File: src/sbsr_consts.svh
// Constants for the status byte and service request block.
// Assumes inclusion by bare name from the block's design files.
`ifndef SBSR_CONSTS_SVH
`define SBSR_CONSTS_SVH
`define SBSR_BYTE_W 8
`define SBSR_ERRQ_DEPTH 10
`define SBSR_OUTQ_DEPTH 16
`define SBSR_MSG_W 8
`define SBSR_BIT_EVA 0
`define SBSR_BIT_ERR 2
`define SBSR_BIT_QUES 3
`define SBSR_BIT_MSG 4
`define SBSR_BIT_STD 5
`define SBSR_BIT_SUM 6
`define SBSR_BIT_OPER 7
`define SBSR_SUM_MASK 8'hBF
`define SBSR_ZERO_BYTE 8'h00
`endif

File: src/sbsr_pkg.sv
// Types shared by the status byte and service request block.
// Assumes the constants header is on the include path.
`include "sbsr_consts.svh"
package sbsr_pkg;
    typedef logic [`SBSR_BYTE_W-1:0] sbsr_byte_t;
    typedef enum logic [1:0]
    {
        SBSR_SRQ_IDLE = 2'b00,
        SBSR_SRQ_ASSERT = 2'b01
    } sbsr_srq_state_t;
endpackage

File: src/sbsr_fifo.sv
// Plain first-in first-out queue with push, pop and non-empty flag.
// Assumes pushes and pops come from logic on the same clock.
`timescale 1ns/1ps
module sbsr_fifo #(
    parameter int WIDTH = 8,
    parameter int DEPTH = 10
) (
    input wire logic i_clk,
    input wire logic i_rst,
    input wire logic i_clear,
    input wire logic i_push,
    input wire logic [WIDTH-1:0] i_data,
    input wire logic i_pop,
    output logic [WIDTH-1:0] o_data,
    output logic o_nonempty,
    output logic o_full
);
    localparam int AW = (DEPTH > 1) ? $clog2(DEPTH) : 1;
    initial
    begin
        if (DEPTH < 2 || WIDTH < 1)
            $error("sbsr_fifo: unsupported size");
    end
    logic [WIDTH-1:0] mem [DEPTH];
    logic [AW-1:0] rd_q;
    logic [AW-1:0] wr_q;
    logic [AW:0] cnt_q;
    logic do_push;
    logic do_pop;
    function automatic logic [AW-1:0] next_ptr(input logic [AW-1:0] p);
        next_ptr = (p == AW'(DEPTH - 1)) ? '0 : p + AW'(1);
    endfunction
    // Full queue drops new pushes; oldest entries kept
    // A push in the clear cycle survives: set wins
    assign do_push = i_push && (i_clear || cnt_q != (AW+1)'(DEPTH));
    assign do_pop = i_pop && (cnt_q != '0);
    assign o_nonempty = (cnt_q != '0);
    assign o_full = (cnt_q == (AW+1)'(DEPTH));
    assign o_data = mem[rd_q];
    always_ff @(posedge i_clk)
    begin
        if (do_push)
            mem[i_clear ? AW'(0) : wr_q] <= i_data;
    end
    always_ff @(posedge i_clk)
    begin
        if (i_rst)
        begin
            rd_q <= '0;
            wr_q <= '0;
            cnt_q <= '0;
        end
        else if (i_clear)
        begin
            rd_q <= '0;
            wr_q <= do_push ? AW'(1) : AW'(0);
            cnt_q <= do_push ? (AW+1)'(1) : (AW+1)'(0);
        end
        else
        begin
            if (do_push)
                wr_q <= next_ptr(wr_q);
            if (do_pop)
                rd_q <= next_ptr(rd_q);
            if (do_push && !do_pop)
                cnt_q <= cnt_q + (AW+1)'(1);
            else if (do_pop && !do_push)
                cnt_q <= cnt_q - (AW+1)'(1);
        end
    end
endmodule

File: src/sbsr_event_reg.sv
// Latched event register with enable mask and read-to-clear.
// Assumes condition bits and strobes are on the same clock.
`timescale 1ns/1ps
module sbsr_event_reg #(
    parameter int WIDTH = 8
) (
    input wire logic i_clk,
    input wire logic i_rst,
    input wire logic i_clear,
    input wire logic [WIDTH-1:0] i_set,
    input wire logic i_read,
    input wire logic i_en_wr,
    input wire logic [WIDTH-1:0] i_en_data,
    output logic [WIDTH-1:0] o_event,
    output logic [WIDTH-1:0] o_enable,
    output logic o_summary
);
    initial
    begin
        if (WIDTH < 1)
            $error("sbsr_event_reg: unsupported width");
    end
    logic [WIDTH-1:0] ev_q;
    logic [WIDTH-1:0] en_q;
    // New events in the read cycle survive the clear
    always_ff @(posedge i_clk)
    begin
        if (i_rst)
            ev_q <= '0;
        else if (i_read || i_clear)
            ev_q <= i_set;
        else
            ev_q <= ev_q | i_set;
    end
    always_ff @(posedge i_clk)
    begin
        if (i_rst)
            en_q <= '0;
        else if (i_en_wr)
            en_q <= i_en_data;
    end
    assign o_event = ev_q;
    assign o_enable = en_q;
    assign o_summary = |(ev_q & en_q);
endmodule

File: src/sbsr_top.sv
// Status byte, service request mask and the two message queues.
// Assumes a command parser on the same clock drives the strobes.
`timescale 1ns/1ps
`include "sbsr_consts.svh"
module sbsr_top #(
    parameter int MSG_W = `SBSR_MSG_W,
    parameter int OUTQ_DEPTH = `SBSR_OUTQ_DEPTH,
    parameter int ERRQ_DEPTH = `SBSR_ERRQ_DEPTH
) (
    input wire logic I_CLK_SYS,
    input wire logic I_RST,
    input wire logic I_CLR_STATUS,
    input wire logic I_RESP_PUSH,
    input wire logic [MSG_W-1:0] I_RESP_DATA,
    input wire logic I_RESP_POP,
    output logic [MSG_W-1:0] O_RESP_DATA,
    input wire logic I_ERR_PUSH,
    input wire logic [MSG_W-1:0] I_ERR_DATA,
    input wire logic I_ERR_POP,
    output logic [MSG_W-1:0] O_ERR_DATA,
    input wire logic [`SBSR_BYTE_W-1:0] I_STD_EVENT_SET,
    input wire logic I_STD_EVENT_READ,
    input wire logic I_STD_ENABLE_WR,
    input wire logic [`SBSR_BYTE_W-1:0] I_STD_ENABLE_DATA,
    output logic [`SBSR_BYTE_W-1:0] O_STD_EVENT,
    output logic [`SBSR_BYTE_W-1:0] O_STD_ENABLE,
    input wire logic I_MEAS_SUMMARY,
    input wire logic I_QUES_SUMMARY,
    input wire logic I_OPER_SUMMARY,
    input wire logic I_MASK_WR,
    input wire logic [`SBSR_BYTE_W-1:0] I_MASK_DATA,
    output sbsr_pkg::sbsr_byte_t O_MASK,
    input wire logic I_STB_QUERY,
    output sbsr_pkg::sbsr_byte_t O_STB_QUERY_DATA,
    input wire logic I_SERIAL_POLL,
    output sbsr_pkg::sbsr_byte_t O_POLL_DATA,
    output logic O_SRQ_OUT,
    output logic O_SRQ_OE,
    output logic O_QUERY_VALID,
    output logic O_POLL_VALID
);
    import sbsr_pkg::*;
    initial
    begin
        if (MSG_W < 1 || OUTQ_DEPTH < 2 || ERRQ_DEPTH < 2)
            $error("sbsr_top: unsupported parameters");
    end

    // ----------------------------------------
    // Queues
    // ----------------------------------------
    logic message_waiting_flag;
    logic error_waiting_flag;
    logic outq_full;
    logic errq_full;
    logic outq_clear;
    // Clear-status empties only the error queue; output queue survives
    assign outq_clear = 1'b0;

    sbsr_fifo #(
        .WIDTH(MSG_W),
        .DEPTH(OUTQ_DEPTH)
    ) u_outq (
        .i_clk(I_CLK_SYS),
        .i_rst(I_RST),
        .i_clear(outq_clear),
        .i_push(I_RESP_PUSH),
        .i_data(I_RESP_DATA),
        .i_pop(I_RESP_POP),
        .o_data(O_RESP_DATA),
        .o_nonempty(message_waiting_flag),
        .o_full(outq_full)
    );

    sbsr_fifo #(
        .WIDTH(MSG_W),
        .DEPTH(ERRQ_DEPTH)
    ) u_errq (
        .i_clk(I_CLK_SYS),
        .i_rst(I_RST),
        .i_clear(I_CLR_STATUS),
        .i_push(I_ERR_PUSH),
        .i_data(I_ERR_DATA),
        .i_pop(I_ERR_POP),
        .o_data(O_ERR_DATA),
        .o_nonempty(error_waiting_flag),
        .o_full(errq_full)
    );

    // ----------------------------------------
    // Standard event register
    // ----------------------------------------
    logic std_event_summary_flag;

    sbsr_event_reg #(
        .WIDTH(`SBSR_BYTE_W)
    ) u_std (
        .i_clk(I_CLK_SYS),
        .i_rst(I_RST),
        .i_clear(I_CLR_STATUS),
        .i_set(I_STD_EVENT_SET),
        .i_read(I_STD_EVENT_READ),
        .i_en_wr(I_STD_ENABLE_WR),
        .i_en_data(I_STD_ENABLE_DATA),
        .o_event(O_STD_EVENT),
        .o_enable(O_STD_ENABLE),
        .o_summary(std_event_summary_flag)
    );

    // ----------------------------------------
    // Status byte
    // ----------------------------------------
    sbsr_byte_t summary_bits;
    sbsr_byte_t mask_q;
    logic master_summary_flag;
    logic request_for_service_flag;
    logic [`SBSR_BYTE_W-1:0] enabled;
    logic [`SBSR_BYTE_W-1:0] enabled_prev_q;
    logic [`SBSR_BYTE_W-1:0] rising;

    // Non-latching bits straight from their sources
    always_comb
    begin
        summary_bits = `SBSR_ZERO_BYTE;
        summary_bits[`SBSR_BIT_EVA] = I_MEAS_SUMMARY;
        summary_bits[`SBSR_BIT_ERR] = error_waiting_flag;
        summary_bits[`SBSR_BIT_QUES] = I_QUES_SUMMARY;
        summary_bits[`SBSR_BIT_MSG] = message_waiting_flag;
        summary_bits[`SBSR_BIT_STD] = std_event_summary_flag;
        summary_bits[`SBSR_BIT_OPER] = I_OPER_SUMMARY;
    end

    function automatic sbsr_byte_t with_bit6(input sbsr_byte_t b, input logic v);
        sbsr_byte_t r;
        r = b;
        r[`SBSR_BIT_SUM] = v;
        return r;
    endfunction

    assign enabled = summary_bits & mask_q & `SBSR_SUM_MASK;
    assign master_summary_flag = |enabled;
    assign rising = enabled & ~enabled_prev_q;

    // ----------------------------------------
    // Mask register
    // ----------------------------------------
    always_ff @(posedge I_CLK_SYS)
    begin
        if (I_RST)
            mask_q <= `SBSR_ZERO_BYTE;
        else if (I_MASK_WR)
            mask_q <= I_MASK_DATA & `SBSR_SUM_MASK;
    end
    assign O_MASK = mask_q;

    // ----------------------------------------
    // Request for service
    // ----------------------------------------
    sbsr_srq_state_t srq_q;
    // Edge history restarts after a poll so a held event can re-request
    always_ff @(posedge I_CLK_SYS)
    begin
        if (I_RST)
            enabled_prev_q <= `SBSR_ZERO_BYTE;
        else if (I_SERIAL_POLL)
            enabled_prev_q <= `SBSR_ZERO_BYTE;
        else
            enabled_prev_q <= enabled;
    end

    // New edge during a poll wins over the poll clear
    always_ff @(posedge I_CLK_SYS)
    begin
        if (I_RST)
            srq_q <= SBSR_SRQ_IDLE;
        else
        begin
            unique case (srq_q)
                SBSR_SRQ_IDLE:
                    if (|rising)
                        srq_q <= SBSR_SRQ_ASSERT;
                SBSR_SRQ_ASSERT:
                    if ((I_SERIAL_POLL || I_CLR_STATUS) && !(|rising))
                        srq_q <= SBSR_SRQ_IDLE;
                default:
                    srq_q <= SBSR_SRQ_IDLE;
            endcase
        end
    end
    assign request_for_service_flag = (srq_q == SBSR_SRQ_ASSERT);

    // ----------------------------------------
    // Readback and request line
    // ----------------------------------------
    always_ff @(posedge I_CLK_SYS)
    begin
        if (I_RST)
        begin
            O_STB_QUERY_DATA <= `SBSR_ZERO_BYTE;
            O_POLL_DATA <= `SBSR_ZERO_BYTE;
            O_QUERY_VALID <= 1'b0;
            O_POLL_VALID <= 1'b0;
        end
        else
        begin
            O_QUERY_VALID <= I_STB_QUERY;
            O_POLL_VALID <= I_SERIAL_POLL;
            if (I_STB_QUERY)
                O_STB_QUERY_DATA <= with_bit6(summary_bits, master_summary_flag);
            if (I_SERIAL_POLL)
                O_POLL_DATA <= with_bit6(summary_bits, request_for_service_flag);
        end
    end

    // Open-drain style: drive low only when requesting
    always_ff @(posedge I_CLK_SYS)
    begin
        if (I_RST)
        begin
            O_SRQ_OUT <= 1'b0;
            O_SRQ_OE <= 1'b0;
        end
        else
        begin
            O_SRQ_OUT <= 1'b0;
            O_SRQ_OE <= request_for_service_flag;
        end
    end
endmodule

File: config.mk
export PLATFORM = sky130hd
export DESIGN_NAME = sbsr_top
export DESIGN_NICKNAME = d
export VERILOG_FILES = /design/src/sbsr_pkg.sv /design/src/sbsr_fifo.sv /design/src/sbsr_event_reg.sv /design/src/sbsr_top.sv
export VERILOG_INCLUDE_DIRS = /design/src /design/src/src
export SDC_FILE = /design/constraint.sdc
export NUM_CORES = 1
export LEC_CHECK = 0
export ABC_AREA = 1
export BUFFER_PORTS_ARGS = -buffer_cell sky130_fd_sc_hd__buf_2
export CORE_MARGIN = 2
export CORE_UTILIZATION = 59
export CTS_CLUSTER_SIZE = 20
export DETAILED_ROUTE_END_ITERATION = 7
export PLACE_DENSITY_LB_ADDON = 0.3
export SLEW_MARGIN = 20
export SYNTH_ARGS = -nofsm -noshare
export SYNTH_HDL_FRONTEND = slang
export SYNTH_HIERARCHICAL = 1
export SYNTH_SLANG_ARGS = --single-unit
File: constraint.sdc
create_clock -name I_CLK_SYS -period 2.1 [get_ports I_CLK_SYS]
set_input_delay 0.105 -clock I_CLK_SYS [delete_from_list [all_inputs] [get_ports I_CLK_SYS]]
set_output_delay 0.105 -clock I_CLK_SYS [all_outputs]
set_load 0.01 [all_outputs]
==> flow_summary.toml, run 1 <==
[worst_setup_path]
worstPathArrival_ns = 2.01
regToRegStartpoint = "u_outq/cnt_q[2]"
start_kind = "flop"
worstSetupEndpointType = "primary output"
path_class = "flop to primary output"
crit_required_ns = 2.00
critPathMaxFanout = 18
worstRegToRegCells = 14
r2r_slack_ns = 0.04

[min_path]
whs_path_depth = 4
hold_class = "primary input to flop"
hp-start = "I_ERR_PUSH"

[die]
ioPinCount = 115
core_sq_um = 19700
num_rows = 51
dieHeight_um = 146
die_x_um = 146
die_area_sq_um = 21400
start_util_pct = 60.6

[timing]
timing.final.crit_period_ns = 2.11
fin_crit_sh_pct = 101
setup_viol = 1
fmax_mhz = 473
slew_headroom_pct = 60.4
rsz0062_at_grt = "true"
report.final.slew_viol_count = 0
layout_setup_ws_ns = -0.0126
tightest_slew_ns = 0.593
hold_viol = 0
finClkSkew_ns = 0.0170
finalSetupTns_ns = -0.0126

[run]
maxCapViolCount = 0

[grt]
grt_usage_pct = 26.7
grt-ovfl-total = 0
grt_first_pass_wirelength_um = 45900
grt_antenna_before_repair = 0
first_global_vias = 9306
grt_max_degree = 65

[clock_network]
clk_pin_slew_ns = 0.06
cts_tree = "built"
clock-sinks = 289
cts_root_buffer = "clkbuf_16"
htreeDepth = 1
cts_made_buffers = 29
clk_latency_ns = 0.54
clockBufferDepth = 3

[layout]
finalNetCount = 1396
area_delta_synth_final_pct = 24.9
seqCellArea_sq_um = 7880
multi_input_comb_area_sq_um = 3650
final_layout_size_suffix_gt1_share_pct = 19.0
diodes = 0
nFillCells = 1196

[detailed_routing]
dr.pass1.iters = 6
drt_wl_total_um = 29900
post_drt_wl_per_cell_um = 18.5
ant_nets = 0
drt-initial-drc-count = 913
viasPerCell = 5.75
drc = 0
vias = 9282

[yosys]
yosysWarnings = 6
syn_area_per_cell_sq_um = 10.8
synthCells = 1099
syn_area_sq_um = 11900

[outcome]
violations = "negative setup slack"
status = "finished with violations"

[power_and_ir_drop]
powerDensity_nw_per_um2 = 852
vdd_drop_max_v = 0.000683
power.leakage_uw = 0.00556

[placement]
routabilityCongestion = 0.877
dpl_worst_slack_ns = 0.0344
dp_hpwl_um = 16300
numPortBuffers = 109
per-stage QoR:
| stage | util, % | total power, uW | instance area, sq um | instances | hold WS, ns |
|---|---|---|---|---|---|
| final | 75.7 | 12700 | 14900 | 1615 | 0.0190 |
| after global routing | 75.7 | 13100 | 14900 | 1615 | 0.0434 |
| after CTS | 74.4 | 12600 | 14600 | 1605 | 0.00360 |
| after detailed placement | 65.6 | 7670 | 12900 | 1472 | 0.335 |
| after global placement | 65.6 | 7640 | 12900 | 1472 | 0.327 |
| after floorplan | - | 7240 | 11900 | 1103 | 0.204 |
routing by layer:
layer	up-vias	part of all wire (%)	global-route usage, %
li1	4323	-	-
met1	4401	38	33.7
met2	475	50	45.9
met3	83	8.3	4.63
met4	0	3.2	10.9
met5	-	0	0
cells in the final DEF (no fill, tap or decap), types with 3 or more instances in the layout:
master         count
a21oi_2            5
dfxtp_1           75
inv_1             37
clkbuf_1           6
edfxtp_1         208
clkbuf_16         33
conb_1             5
o21ai_0          124
nand2_1          116
buf_4             44
inv_2              7
o211ai_1          49
nand3_4            4
buf_2            109
nand2_4            5
nor2_2             3
dlygate4sd3_1     78
nand3_1           37
dfxtp_4            3
xor2_1             8
nand4_1           17
nor3_1             6
o21ai_1           29
buf_12             5
dfxtp_2            3
ha_1              10
clkbuf_8           3
nor2_4             5
nor2_1           227
buf_6              3
clkinv_2           4
a21oi_1           44
clkinv_1           9
worst paths after layout:
kind / end
setup / recovery: O_RESP_DATA[2]
hold / removal: u_errq/wr_q[0]
setup reg to reg: u_outq/cnt_q[4]
hold reg to reg: O_SRQ_OE
sequential cells by signal, summed over array words and instances, names as in the netlist, 5 cells and up, named ones only:
register / cells
O_MASK: 7
u_std/o_event: 8
u_errq/cnt_q: 5
enabled_prev_q: 6
u_std/o_enable: 8
u_errq/mem: 80
O_STB_QUERY_DATA: 7
O_POLL_DATA: 7
u_outq/mem: 128
u_outq/cnt_q: 5
cell type report:
type | count | area share [%]
Clock buffer | 38 | 5.30
Clock inverter | 16 | 0.757
Inverter | 49 | 1.39
Multi-Input combinational cell | 713 | 24.5
Sequential cell | 289 | 53.0
Tap cell | 265 | 2.23
Timing Repair Buffer | 244 | 12.8
Timing Repair inverter | 1 | 0.0420
where the power goes:
group	total [uW]	leakage [uW]	switching (uW)	internal, uW
sequential	6360	0.00255	109	6250
clock	4830	0.000440	2070	2770
combinational	1490	0.00257	881	611
total	12700	0.00556	3060	9630
worst max-delay path: stages (launching register included):
cell	delay, ns
dfxtp_4	0.40
inv_8	0.15
buf_8	0.17
nor2_1	0.05
nor2_1	0.10
o21ai_0	0.14
o211ai_1	0.13
nand3_1	0.10
nand2_1	0.09
buf_2	0.13
repair_timing:
action	4_1_cts	5_1_grt
hold buffers	78	0
pin swaps	1	5
setup buffers	0	6
gates resized for setup	13	42
setup endpoints to repair	10	18
hold endpoints to repair	259	0
gates cloned	1	4
Note: power is estimated with default switching activity, not from simulation.
==> run 2, diff against run 1 <==
MAX_ROUTING_LAYER = met4   (was unset)
==> run 2 against run 1 <==
Compared with the run above:
- clock skew grew 0.0035 ns
- critical path type unchanged
- largest cell class unchanged
- routed wire length shrank 0.39%
- die area is the same
- sequential share of layout area is the same
- largest power group unchanged
- the run still ends with negative setup slack left
==> flow_summary.toml, run 2 (synthesis gave the netlist of run 1 again) <==
[timing]
rsz0062_at_grt = "true"
slew_headroom_pct = 60.0
fmax_mhz = 468
fin_crit_sh_pct = 102
setup_viol = 1
tightest_slew_ns = 0.600
timing.final.crit_period_ns = 2.14
finClkSkew_ns = 0.0204
layout_setup_ws_ns = -0.0375
hold_viol = 0
report.final.slew_viol_count = 0
holdWs_ns = 0.0159

[power_and_ir_drop]
powerDensity_nw_per_um2 = 853
power.leakage_uw = 0.00556
vdd_drop_max_v = 0.000682
fin_total_pwr_uw = 12700

[worst_setup_path]
worstSetupEndpointType = "primary output"
critPathMaxFanout = 18
path_buf_inv = 3
worstPathArrival_ns = 2.03
path_depth = 9
start_kind = "flop"
crit_required_ns = 2.00
timing.rr.end = "u_outq/cnt_q[4]"
regToRegStartpoint = "u_outq/cnt_q[2]"
r2r_slack_ns = 0.05
cp_top_family = "buffers and inverters"
slowest_stage = "dfxtp_4"
crit_top_cell = "nor2_1"
worstRegToRegCells = 14
worstPathCellList = "inv_8 -> buf_8 -> nor2_1 -> nor2_1 -> o21ai_0 -> o211ai_1 -> nand3_1 -> nand2_1 -> buf_2"
path_class = "flop to primary output"
cp_slowest_stage_delay_ns = 0.40

[die]
die_area_sq_um = 21400
start_util_pct = 60.6
die_x_um = 146
dieHeight_um = 146
ioPinCount = 115
core_sq_um = 19700
num_rows = 51

[layout]
diodes = 0
largest_reg_flops = 128
seqCellArea_sq_um = 7880
reg_top3 = "u_outq/mem (128), u_errq/mem (80)"
largest-register = "u_outq/mem"
final_cell_mix = "nor2_1 (227), edfxtp_1 (208), o21ai_0 (125), nand2_1 (116), buf_2 (109)"
area_delta_synth_final_pct = 24.9
final_layout_size_suffix_gt1_share_pct = 19.0
multi_input_comb_area_sq_um = 3650
finalNetCount = 1396
nFillCells = 1197
mostFrequentLayoutCell = "nor2_1"

[detailed_routing]
viasPerCell = 5.75
dr.pass1.iters = 5
drt-initial-drc-count = 823
drt_wl_total_um = 29800
ant_nets = 0
drc = 0
vias = 9287
post_drt_wl_per_cell_um = 18.4

[min_path]
whs_path_depth = 4
hold_class = "primary input to flop"
hp-start = "I_ERR_PUSH"
min_to = "u_errq/wr_q[0]"

[placement]
routabilityCongestion = 0.892
dp_hpwl_um = 16300
numPortBuffers = 109

[clock_network]
htreeDepth = 1
clk_latency_ns = 0.55
clockBufferDepth = 3
cts_made_buffers = 29
cts_tree = "built"
cts_root_buffer = "clkbuf_16"
clk_pin_slew_ns = 0.06
clock-sinks = 289

[grt]
first_global_vias = 9328
grt_first_pass_wirelength_um = 45900
grt_usage_pct = 27.5
grt_antenna_before_repair = 0
grt_max_degree = 65
grt-ovfl-total = 0

[run]
maxCapViolCount = 0

[outcome]
status = "finished with violations"
violations = "negative setup slack"
==> run 2: worst register-to-register path, delay by kind of cell, from the launching register on <==
kind / cells / cell delay, ns
flip-flops: 1 / 0.36
AND/OR/NAND/NOR: 11 / 1.08
AO/OA/AOI/OAI: 1 / 0.11
adder cells (fa/ha/maj): 1 / 0.40
buffers and inverters: 1 / 0.05
==> run 2: worst max-delay path by stage <==
stage | endpoint | from
2_1_floorplan | u_outq/cnt_q[4] | u_outq/cnt_q[0]
3_3_place_gp | u_outq/cnt_q[4] | u_outq/cnt_q[1]
3_5_place_dp | u_outq/cnt_q[4] | u_outq/cnt_q[1]
4_1_cts | O_RESP_DATA[6] | flop
5_1_grt | O_RESP_DATA[2] | flop
6_report | O_RESP_DATA[2] | flop
==> run 2: area by class of cell <==
type | instances | share of cell area, %
inverters | 49 | 1.39
clock buffers | 38 | 5.30
multi-input cells | 713 | 24.5
well taps | 265 | 2.23
repair buffers | 244 | 12.8
flip-flops and latches | 289 | 53.0
repair inverters | 1 | 0.0420
clock inverters | 16 | 0.757
==> run 2: power breakdown <==
part	switching [uW]	internal (uW)
Sequential	109	6250
Clock	2080	2770
Combinational	879	611
==> run 2: through the flow <==
stage | cells | util (%) | TNS (ns) | cell area [sq um] | setup slack [ns]
after CTS | 1605 | 74.4 | -0.0635 | 14600 | -0.0205
after global placement | 1472 | 65.6 | 0 | 12900 | 0.0973
after floorplan | 1103 | - | 0 | 11900 | 0.179
after detailed placement | 1472 | 65.6 | 0 | 12900 | 0.0344
after global routing | 1615 | 75.7 | -0.470 | 14900 | -0.104
final | 1615 | 75.7 | -0.0375 | 14900 | -0.0375
==> run 2: metal layers <==
| layer | global-route usage, % | wire (um) | up-vias |
|---|---|---|---|
| met1 | 34.1 | 11500 | 4373 |
| met4 | 10.9 | 1030 | 0 |
| met3 | 4.38 | 2400 | 95 |
| met5 | - | 0 | - |
| li1 | - | - | 4322 |
| met2 | 45.7 | 14900 | 497 |
==> run 2: what timing repair did <==
item / 4_1_cts / 5_1_grt
hold buffers: 78 / 0
pin swaps: 1 / 5
cloned: 1 / 4
endpoints found under the hold margin: 259 / 0
buffers inserted: 0 / 6
endpoints found under the setup margin: 10 / 18
resized for setup: 13 / 41
